File: src/cbt_pkg.sv
// Shared constants and types for the CAN bit timing and mailbox block
package cbt_pkg;
  // ----------------------------------------
  // Register offsets
  // ----------------------------------------
  localparam logic [7:0] ADDR_TIMING = 8'h00;
  localparam logic [7:0] ADDR_DIR = 8'h04;
  localparam logic [7:0] ADDR_TXREQ = 8'h08;
  localparam logic [7:0] ADDR_STATUS = 8'h0C;
  // ----------------------------------------
  // Field positions and reset values
  // ----------------------------------------
  localparam int RSV_BIT = 8;
  localparam int MAP_HI_LSB = 9;
  localparam logic [15:0] TIMING_RST = 16'h0000;
  localparam logic [15:0] DIR_RST = 16'h0100;
  localparam logic [15:0] TXREQ_RST = 16'h0000;
  localparam logic [1:0] STAT_W = 2'h2;
  // Fixed quanta of a bit beyond the two programmed codes
  localparam int FIXED_QUANTA = 3;
  localparam logic [4:0] SYNC_QUANTA = 5'h01;
  // ----------------------------------------
  // Types
  // ----------------------------------------
  typedef struct packed {
    logic [1:0] resync_jump_width;
    logic [5:0] rate_prescaler;
    logic sample_point_mode;
    logic [2:0] second_time_segment;
    logic [3:0] first_time_segment;
  } cbt_timing_s;
  typedef enum logic [2:0] {
    PH_SYNC = 3'b001,
    PH_SEG1 = 3'b010,
    PH_SEG2 = 3'b100
  } cbt_phase_e;
endpackage

File: src/cbt_core.sv
// CAN bit timing engine with mailbox direction and transmit request
//
// Design decisions made here: the APB interface to the registers and the register addresses.
`timescale 1ns/1ps
`default_nettype none
// Functional notes
// RULE1: Software keeps 3 plus both segment codes within 8 to 25 quanta.
// RULE2: Zero prescaler needs second segment code above 001, else above 000.
// RULE3: Software uses only permitted first/second segment code pairs.
// RULE4: Mode 0 samples once at first segment end; mode 1 three times.
// RULE5: Second segment field bits 6..4 lasts code plus one quanta.
// RULE6: First segment field bits 3..0 lasts code plus one quanta.
// RULE7: Direction bit 0 transmit, 1 receive; all reset to transmit.
// RULE8: Register bits 15..9 are mailboxes 7..1, bits 7..0 mailboxes 15..8.
// RULE9: Direction reserved bit 8 reads 1; software writes 1.
// RULE10: Software loads the message before setting its transmit request.
// RULE11: A set transmit request holds the mailbox waiting for arbitration; tx_wait is raised only for transmit mailboxes (direction bit 0).
// RULE12: Hardware clears a request on transmit or cancel completion.
// RULE13: Transmit request reserved bit 8 reads 0; software writes 0.
// RULE14: Quantum is twice prescaler plus one clocks; bit is 3+codes quanta.
// RULE15: Each resync adjusts at most jump width code plus one quanta.
// RULE16: Software keeps first segment over second, second over jump width.
// RULE17: Mailbox 0 has no bits; writing 0 to a request does nothing.
module cbt_core #(
  parameter int MB_COUNT = 16
) (
  input wire logic pclk,
  input wire logic presetn,
  input wire logic psel,
  input wire logic penable,
  input wire logic pwrite,
  input wire logic [7:0] paddr,
  input wire logic [31:0] pwdata,
  output logic [31:0] prdata,
  output logic pready,
  output logic pslverr,
  input wire logic can_rx,
  input wire logic [15:0] tx_done,
  input wire logic [15:0] cancel_done,
  output logic [15:0] tx_wait,
  output logic bit_value,
  output logic sample_strobe
);
  if (MB_COUNT != 16) begin : g_bad_count
    $error("cbt_core serves exactly 16 mailboxes");
  end

  // ----------------------------------------
  // Mailbox to register bit mapping
  // ----------------------------------------
  function automatic logic [15:0] mb_to_reg(logic [15:0] mb, logic rsv);
    return {mb[7:1], rsv, mb[15:8]};
  endfunction

  function automatic logic [15:0] reg_to_mb(logic [15:0] r);
    return {r[7:0], r[15:9], 1'b0};
  endfunction

  // ----------------------------------------
  // Registers and APB slave
  // ----------------------------------------
  cbt_pkg::cbt_timing_s timing;
  logic [15:0] dir;
  logic [15:0] tx_req;
  cbt_pkg::cbt_phase_e phase;
  logic acc;
  logic wr;
  logic [15:0] tx_set;
  logic [15:0] wmb;

  // Pready rises one cycle into the access phase
  assign acc = psel && penable && pready;
  assign wr = acc && pwrite;
  assign wmb = reg_to_mb(pwdata[15:0]);
  assign tx_set = (wr && paddr == cbt_pkg::ADDR_TXREQ) ? wmb : 16'h0000;

  always_ff @(posedge pclk or negedge presetn) begin
    if (!presetn) begin
      pready <= 1'b0;
    end else begin
      pready <= psel && penable && !pready;
    end
  end

  always_ff @(posedge pclk or negedge presetn) begin
    if (!presetn) begin
      prdata <= 32'h0000_0000;
      pslverr <= 1'b0;
    end else if (psel && penable && !pready) begin
      pslverr <= 1'b0;
      case (paddr)
        cbt_pkg::ADDR_TIMING: prdata <= {16'h0000, timing};
        cbt_pkg::ADDR_DIR: prdata <= {16'h0000, mb_to_reg(dir, 1'b1)}; // RULE9
        cbt_pkg::ADDR_TXREQ:
          prdata <= {16'h0000, mb_to_reg(tx_req, 1'b0)}; // RULE13
        cbt_pkg::ADDR_STATUS: prdata <= {28'h0000000, phase, bit_value};
        default: begin
          prdata <= 32'h0000_0000;
          pslverr <= 1'b1;
        end
      endcase
    end else begin
      prdata <= 32'h0000_0000;
      pslverr <= 1'b0;
    end
  end

  always_ff @(posedge pclk or negedge presetn) begin
    if (!presetn) begin
      timing <= cbt_pkg::TIMING_RST;
    end else if (wr && paddr == cbt_pkg::ADDR_TIMING) begin
      timing <= pwdata[15:0];
    end
  end

  always_ff @(posedge pclk or negedge presetn) begin
    if (!presetn) begin
      dir <= reg_to_mb(cbt_pkg::DIR_RST); // RULE7
    end else if (wr && paddr == cbt_pkg::ADDR_DIR) begin
      dir <= wmb; // RULE8 RULE17
    end
  end

  // A fresh software request wins over a completion in the same cycle
  always_ff @(posedge pclk or negedge presetn) begin
    if (!presetn) begin
      tx_req <= reg_to_mb(cbt_pkg::TXREQ_RST);
    end else begin
      tx_req <= (tx_req & ~(tx_done | cancel_done)) | tx_set; // RULE12 RULE17
    end
  end

  // Only transmit mailboxes contend for arbitration
  always_ff @(posedge pclk or negedge presetn) begin
    if (!presetn) begin
      tx_wait <= 16'h0000;
    end else begin
      tx_wait <= tx_req & ~dir; // RULE11
    end
  end

  // ----------------------------------------
  // Time quantum prescaler
  // ----------------------------------------
  logic [6:0] pre_cnt;
  logic [6:0] pre_lim;
  logic tick;
  logic restart;

  assign pre_lim = {timing.rate_prescaler, 1'b1};
  assign tick = pre_cnt == pre_lim;
  // New timings start a fresh bit, so a shorter segment never strands a count
  assign restart = wr && paddr == cbt_pkg::ADDR_TIMING;

  always_ff @(posedge pclk or negedge presetn) begin
    if (!presetn) begin
      pre_cnt <= 7'h00;
    end else if (tick || pre_cnt > pre_lim || restart) begin
      pre_cnt <= 7'h00; // RULE14
    end else begin
      pre_cnt <= pre_cnt + 7'h01;
    end
  end

  // ----------------------------------------
  // Bit segments and resynchronisation
  // ----------------------------------------
  logic [4:0] q_cnt;
  logic [2:0] ext;
  logic [2:0] cut;
  logic [2:0] sjw_q;
  logic [4:0] seg1_len;
  logic [4:0] seg2_len;
  logic rx_last;
  logic edge_fall;
  logic resynced;
  logic seg1_end;
  logic seg2_end;

  assign sjw_q = {1'b0, timing.resync_jump_width} + 3'h1;
  assign seg1_len = {1'b0, timing.first_time_segment} + 5'h01 + {2'h0, ext};
  assign seg2_len = {2'h0, timing.second_time_segment} + 5'h01;
  assign edge_fall = rx_last && !can_rx;
  assign seg1_end = tick && phase == cbt_pkg::PH_SEG1
    && q_cnt == seg1_len - 5'h01; // RULE6
  assign seg2_end = tick && phase == cbt_pkg::PH_SEG2
    && q_cnt + {2'h0, cut} >= seg2_len - 5'h01; // RULE5

  always_ff @(posedge pclk or negedge presetn) begin
    if (!presetn) begin
      rx_last <= 1'b1;
    end else begin
      rx_last <= can_rx;
    end
  end

  always_ff @(posedge pclk or negedge presetn) begin
    if (!presetn) begin
      phase <= cbt_pkg::PH_SYNC;
      q_cnt <= 5'h00;
    end else if (restart) begin
      phase <= cbt_pkg::PH_SYNC;
      q_cnt <= 5'h00;
    end else begin
      case (phase)
        cbt_pkg::PH_SYNC: begin
          if (tick && q_cnt == cbt_pkg::SYNC_QUANTA - 5'h01) begin
            phase <= cbt_pkg::PH_SEG1;
            q_cnt <= 5'h00;
          end
        end
        cbt_pkg::PH_SEG1: begin
          if (seg1_end) begin
            phase <= cbt_pkg::PH_SEG2;
            q_cnt <= 5'h00;
          end else if (tick) begin
            q_cnt <= q_cnt + 5'h01;
          end
        end
        cbt_pkg::PH_SEG2: begin
          if (seg2_end) begin
            phase <= cbt_pkg::PH_SYNC;
            q_cnt <= 5'h00;
          end else if (tick) begin
            q_cnt <= q_cnt + 5'h01;
          end
        end
        default: begin
          phase <= cbt_pkg::PH_SYNC;
          q_cnt <= 5'h00;
        end
      endcase
    end
  end

  // One adjustment per bit; a late edge stretches, an early one shortens
  always_ff @(posedge pclk or negedge presetn) begin
    if (!presetn) begin
      ext <= 3'h0;
      cut <= 3'h0;
      resynced <= 1'b0;
    end else if (seg2_end || restart) begin
      ext <= 3'h0;
      cut <= 3'h0;
      resynced <= 1'b0;
    end else if (edge_fall && !resynced) begin
      resynced <= 1'b1;
      if (phase == cbt_pkg::PH_SEG1) begin
        ext <= (q_cnt[2:0] + 3'h1 > sjw_q || q_cnt > 5'h03) ? sjw_q
          : q_cnt[2:0] + 3'h1; // RULE15
      end else if (phase == cbt_pkg::PH_SEG2) begin
        cut <= sjw_q; // RULE15
      end
    end
  end

  // ----------------------------------------
  // Sampling
  // ----------------------------------------
  logic smp_early;
  logic smp_mid;

  always_ff @(posedge pclk or negedge presetn) begin
    if (!presetn) begin
      smp_early <= 1'b1;
      smp_mid <= 1'b1;
      bit_value <= 1'b1;
      sample_strobe <= 1'b0;
    end else begin
      sample_strobe <= 1'b0;
      if (tick && phase == cbt_pkg::PH_SEG1
          && q_cnt == seg1_len - 5'h02) begin
        smp_early <= can_rx;
      end
      if (seg1_end) begin
        smp_mid <= can_rx;
        if (!timing.sample_point_mode) begin
          bit_value <= can_rx; // RULE4
          sample_strobe <= 1'b1;
        end
      end
      // Third sample one quantum after the nominal point, then vote
      if (tick && phase == cbt_pkg::PH_SEG2 && q_cnt == 5'h00
          && timing.sample_point_mode) begin
        bit_value <= (smp_early & smp_mid) | (smp_early & can_rx)
          | (smp_mid & can_rx); // RULE4
        sample_strobe <= 1'b1;
      end
    end
  end
endmodule
`default_nettype wire

File: config.mk
export PLATFORM = sky130hd
export DESIGN_NAME = cbt_core
export DESIGN_NICKNAME = d
export VERILOG_FILES = /design/src/cbt_pkg.sv /design/src/cbt_core.sv
export SDC_FILE = /design/constraint.sdc
export NUM_CORES = 1
export LEC_CHECK = 0
export ABC_AREA = 1
export ABC_CLOCK_PERIOD_IN_PS = 2850
export BUFFER_PORTS_ARGS = -buffer_cell sky130_fd_sc_hd__buf_2
export CAP_MARGIN = 20
export CORE_ASPECT_RATIO = 0.9
export CORE_UTILIZATION = 54
export DETAILED_ROUTE_END_ITERATION = 10
export GPL_ROUTABILITY_DRIVEN = 1
export PLACE_DENSITY = 0.86
export REMOVE_ABC_BUFFERS = 1
export SLEW_MARGIN = 20
export SYNTH_ARGS = -nofsm -noshare
export SYNTH_HDL_FRONTEND = slang
export SYNTH_SLANG_ARGS = --single-unit
File: constraint.sdc
create_clock -name pclk -period 2.85 [get_ports pclk]
set_clock_uncertainty 0.05 [all_clocks]
set_input_delay 0.285 -clock pclk [delete_from_list [all_inputs] [get_ports pclk]]
set_output_delay 0.285 -clock pclk [all_outputs]
set_load 0.05 [all_outputs]
---- After elaboration in Yosys (flattened, before gate mapping) ----
Cells that the tools add are included.
storage, ports and cells
  logic and storage cells ................. 130
  flip-flop bits (word level) ............. 124
  output and inout port bits .............. 52
  bits of input ports ..................... 78
operators by class
  order comparisons ....................... 4
  multiplexer cells ....................... 33
  $add $sub $neg .......................... 11
  equality and inequality tests ........... 14
  reductions and logical operators ........ 35
  bitwise logic cells ..................... 11
operators with widths
  operator             count
  $pmux 16 s4          1
  $mux 3               12
  $and 16x16->16       2
  $mux 32              1
  $not 16->16          2
  $or 16x16->16        2
  $mux 5               5
  $logic_and 1x1->1    17
  $eq 8x4->1 const B   2
  $mux 16              1
  $pmux 5 s3           1
  $add 5x3->5          2
  $eq 5x5->1           2
  $mux 1               10
  $ne 3x3->1 const B   3
  $pmux 3 s3           1
  $eq 8x3->1 const B   1
  $logic_not 8->1      1
  $reduce_bool 2->1    4
  $add 7x1->7 const B  1
  $eq 7x7->1           1
  $gt 7x7->1           1
  $mux 7               1
  $reduce_and 3->1     2
  other kinds (23)     32

---- Depth between registers and ports, before layout ----
  word-level depth ........................ 8
  mapped depth ............................ 18
  depth with buffers taken out ............ 18

---- Worst setup path before layout ----
OpenSTA, ideal clock, no wires.
  path kind ............................... register to register
  from .................................... reg q_cnt[0]
  to ...................................... reg cut[0]
  library setup time ...................... 0.083 ns
  stages on the path, launching flop included .. 13
  path buffers ............................ 0
  arrival ................................. 2.420 ns
  path slack .............................. 0.298 ns
  required time ........................... 2.717 ns
  clock period less this slack ............ 2.552 ns
  path through ............................ dfrtp_1 > ha_1 > fa_1 > xor2_1 > ha_1 > a21oi_1 > o21a_1 > nand2_1 > o21ai_2 > nand2_2 > a21oi_1 > nand2_1 > o21ai_0
on the way
  word-level cells in the longest chain between the ends .. 6
  elaborated cells between the ends (all ways) .. 9
  classes of those cells .................. 1 x add/sub; 1 x order compare; 1 x eq/ne; 1 x mux; 5 x reduce/logical
ends and longest elaborated chain
  element                                                           line             text
  from (decl)                                                       cbt_core.sv:168  logic [4:0] q_cnt;
  from (signal assigned)                                            cbt_core.sv:217  q_cnt <= q_cnt + 5'h01;
  from (signal assigned)                                            cbt_core.sv:225  q_cnt <= q_cnt + 5'h01;
  $add 5x3->5 *                                                     cbt_core.sv:187  && q_cnt + {2'h0, cut} >= seg2_len - 5'h01;
  $ge 5x5->1 *                                                      cbt_core.sv:187
  $logic_and 1x1->1 *                                               cbt_core.sv:187
  $logic_or 1x1->1 *                                                cbt_core.sv:242  end else if (seg2_end || restart) begin
  $ne 2x2->1 (no source line) or $reduce_bool 2->1 (tied branches)  n/a
  $reduce_and 3->1 (no source line)                                 n/a
  to (signal assigned)                                              cbt_core.sv:252  cut <= sjw_q;
  to (decl)                                                         cbt_core.sv:170  logic [2:0] cut;
Mark *: on every way between the ends. The rest lies on a longest branch, timed or not.
A chain may end at the register's enable or synchronous reset.

---- Worst setup path after layout ----
  from .................................... reg q_cnt[0]
  to ...................................... reg phase[2]
on the way
  word-level cells in the longest chain between the ends .. 5
  elaborated cells between the ends (all ways) .. 11
  classes of those cells .................. 1 x add/sub; 1 x order compare; 4 x eq/ne; 5 x reduce/logical
ends and longest elaborated chain
  element                              line             text
  $add 5x3->5                          cbt_core.sv:187
  $ge 5x5->1                           cbt_core.sv:187
  $logic_and 1x1->1                    cbt_core.sv:187
  $ne 3x3->1 (no source line)          n/a
  $reduce_and 3->1 (no source line) *  n/a
  to (signal assigned)                 cbt_core.sv:199  phase <= cbt_pkg::PH_SYNC;
  to (signal assigned)                 cbt_core.sv:202  phase <= cbt_pkg::PH_SYNC;
  to (signal assigned)                 cbt_core.sv:208  phase <= cbt_pkg::PH_SEG1;
  to (decl)                            cbt_core.sv:65   cbt_pkg::cbt_phase_e phase;
Marked as above.

==> results by group <==
Floorplanning
  – Die X: 108 um
  – Core area: 9740 sq um
  – Die height: 97.5 um
  – Die area: approximately 11000 sq um
  – Std-Cell Rows: 34
  – Initial Util: 56.2%
  – I/O Pins: 130

Placement
  – Port bufs: 97
  – Final Wtd Congestion: 0.881
  – DPL Wire Length: 9580 um
  – Post-Place Cells: 851

Cells and area
  – Ant diodes: 0
  – Final Util: about 65%
  – Non-Filler Instances: 871
  – Number of nets in the layout: ~850
  – Fillers: slightly below 800
  – Synthesis-to-layout area growth: 16.5%
  – Layout cell share with drive strength beyond 1: 20.1%

Power and ir drop
  – Leakage: 3.51 nW
  – Power per cell area: 577 nW/um^2
  – Max VDD drop: around 290 uV

Logic synthesis
  – Post-synthesis register bit count: between 100 and 150
  – Yosys cell types: 39
  – Most frequent cells after synthesis: 142 x nand2_1, 103 x dfrtp_1, 103 x inv_1
  – Avg Inst Size Synth: between 8 and 9 sq um
  – Dominant cells by area after synthesis: dfrtp_1 47%, nand2_1 9.7%, inv_1 7.1%
  – Syn Std Cell Area: 5470 sq um
  – Top-count cell post-synth: nand2_1
  – Cell taking the most area after synthesis: dfrtp_1
  – Synth Instances: 631
  – Predominant post-synthesis flop cell: dfrtp_1
  – Yosys top cell area share: 47.1%
  – EDFF count, synth: 0
  – Sequential-to-total area share from yosys stat: 49.5%
  – Synth Warn #: 0
  – Synth async-reset ratio: 100%

Routing
  – Detailed-route via count: around 4.6k
  – First DRT Iteration DRCs: 243
  – DR vias/cell: 5.27
  – Final ANT Viol Nets: 0
  – Routed WL: 12800 um
  – Avg WL per Cell: 14.7 um
  – DRC viols: 0
  – DR pass1 iterations: 5

Setup path
  – Slowest stage cell, crit path: dfrtp_1
  – Worst path cell trace: ha_1 -> fa_2 -> xor2_1 -> ha_1 -> a21oi_1 -> o21a_1 -> nand2_1 -> o21ai_4 -> nand3_4 -> nand2_1 -> inv_1 -> nand3_1 -> nand2_1
  – Arrival time at the worst endpoint: just under 3 ns
  – Startpoint types: flop
  – Setup CP Type: reg2reg
  – CP Data Required Time: roughly 3.1 ns
  – CP most frequent cell: nand2_1
  – Worst path max stage delay: 0.40 ns
  – Crit-path max FO: 4
  – Crit end category: flop

GRT
  – Global-route wire length before repair: 20900 um
  – Vias in the first global route: around 4.6k
  – GRT Util Overall: between 20% and 30%
  – Initial antenna violation count: 0
  – GR Overflow Total: 0
  – Largest net degree at the start of global routing: 60

Timing
  – Slew headroom: between 50% and 60%
  – Final Cycle Share: 95.2%
  – Count of pins over their slew limit: 0
  – Count of final hold-check violations: 0
  – Min cycle time layout: 2.71 ns
  – Setup violators final: 0
  – Slew @ Worst Pin: 0.704 ns
  – Fmax: about 0.37 GHz
  – Setup TNS: 0 ns
  – RSZ-0062 raised after global routing: no

Clock network
  – Clock buffer depth: 2
  – Clk Latency, worst-skew pair: 0.37 ns
  – Total CTS buffers: 9
  – Clock sinks: 108
  – CTS tree: yes
  – Setup bufs post-CTS: 0
  – Clock transition at path regs: between 0.1 and 0.15 ns
  – Htree depth: 3
  – Clk root buf: clkbuf_8

Worst hold path
  – Hold Path Class: in2reg

Status
  – Status: complete, no violations

Flow run
  – MaxCap Viol Count: 0
-- critical path, delay by kind of cell (launching register included) --
kind | cells | cell delay [ns]
fa+ha+maj | 3 | 0.90
compound gates | 3 | 0.57
simple gates | 5 | 0.46
flops | 1 | 0.40
xor+xnor | 1 | 0.18
buf+inv | 1 | 0.05
-- kinds of logic after synthesis --
group                    after synthesis  share of synthesized area (%)
XOR/XNOR                              16                           2.70
buffers and inverters                136                           10.6
adder cells (fa/ha/maj)               27                           6.45
other                                  1                         0.0685
AND/OR/NAND/NOR                      243                           19.2
AO/OA/AOI/OAI                        100                           11.5
flip-flops                           108                           49.5
-- placed cells by master (no fill, tap or decap), types with 2 or more instances in the layout --
| cell type | netlist | layout |
|---|---|---|
| o221ai_1 | 9 | 9 |
| o21ai_0 | 41 | 41 |
| nand3_1 | 25 | 25 |
| o22ai_1 | 4 | 4 |
| inv_1 | 103 | 103 |
| buf_2 | 4 | 96 |
| nand2_1 | 142 | 142 |
| o32ai_1 | 15 | 15 |
| conb_1 | 1 | 16 |
| dfstp_2 | 5 | 5 |
| dfrtp_1 | 103 | 103 |
| clkbuf_8 | 0 | 9 |
| xor2_1 | 11 | 11 |
| xnor2_1 | 4 | 4 |
| nor2_1 | 42 | 42 |
| nand4_1 | 10 | 10 |
| ha_1 | 25 | 25 |
| inv_8 | 0 | 2 |
| a211oi_1 | 4 | 4 |
| nor3b_1 | 2 | 2 |
| dlygate4sd3_1 | 0 | 4 |
| a21oi_1 | 17 | 16 |
| inv_2 | 3 | 3 |
| nor2_2 | 2 | 2 |
| o21ai_1 | 2 | 2 |
| buf_4 | 17 | 12 |
| nand2_4 | 2 | 3 |
| nand2_2 | 3 | 2 |
| o211ai_1 | 4 | 4 |
| nor3_1 | 10 | 9 |
-- through the flow --
step | worst slack, ns | power [mW] | instance area, sq um | hold WS, ns
after global placement | 0.225 | 2.65 | 6100 | 0.302
final | 0.136 | 3.68 | 6370 | 0.0298
after CTS | 0.0429 | 3.69 | 6350 | 0.0161
after global routing | 0.000750 | 3.91 | 6370 | 0.0142
after detailed placement | 0.0976 | 2.72 | 6100 | 0.303
after floorplan | 0.271 | 2.44 | 5350 | -0.0606
-- power by group --
part / switching, mW / total [mW] / internal, mW
Combinational: 0.654 / 1.01 / 0.357
Clock: 0.551 / 0.973 / 0.422
Sequential: 0.0597 / 1.69 / 1.63
-- cell type report --
cell class | instances | area (sq um) | area share [%]
clock buffer | 9 | 124 | 1.94
clock inverter | 7 | 82.6 | 1.30
inverter | 106 | 398 | 6.24
multi-input combinational | 402 | 2270 | 35.6
sequential | 108 | 2710 | 42.5
tap | 126 | 158 | 2.47
timing repair buffer | 113 | 631 | 9.89
-- worst paths after layout --
| path | start | endpoint | slack (ns) | cells after the start |
|---|---|---|---|---|
| worst max-delay path | q_cnt[0]$_DFFE_PN0P_ | phase[2]$_DFFE_PN0P_ | 0.14 | 13 |
| worst min-delay path | tx_done[7] | tx_req[7]$_DFF_PN0_ | 0.03 | 2 |
| worst max register to register | q_cnt[0]$_DFFE_PN0P_ | phase[2]$_DFFE_PN0P_ | 0.14 | 13 |
| worst min register to register | tx_req[0]$_DFF_PN0_ | tx_wait[0]$_DFF_PN0_ | 0.33 | 0 |
| max in group asynchronous | presetn | phase[0]$_DFFE_PN1P_ | 1.53 | 3 |
| min in group asynchronous | presetn | dir[8]$_DFFE_PN0P_ | 0.43 | 2 |
-- repair_timing --
| action | CTS | global route |
|---|---|---|
| endpoints found under the setup margin | 0 | 4 |
| resized for setup | 0 | 5 |
| endpoints found under the hold margin | 47 | 0 |
| hold buffers | 4 | 0 |
-- sequential cells by signal (all words and copies together), names as in the netlist, 5 cells and up --
register / cells
pre_lim: 6
prdata: 16
tx_req: 16
q_cnt: 5
dir: 15
timing: 10
tx_wait: 16
pre_cnt: 7
-- routing by layer --
metal	vias to the layer above	track usage, %	wire length, um
met5	-	0	0
met4	0	9.17	280
met3	24	4.90	745
met2	165	43.0	6370
met1	2185	32.6	5400
li1	2219	-	-
Note: power is estimated with default switching activity, not from simulation.
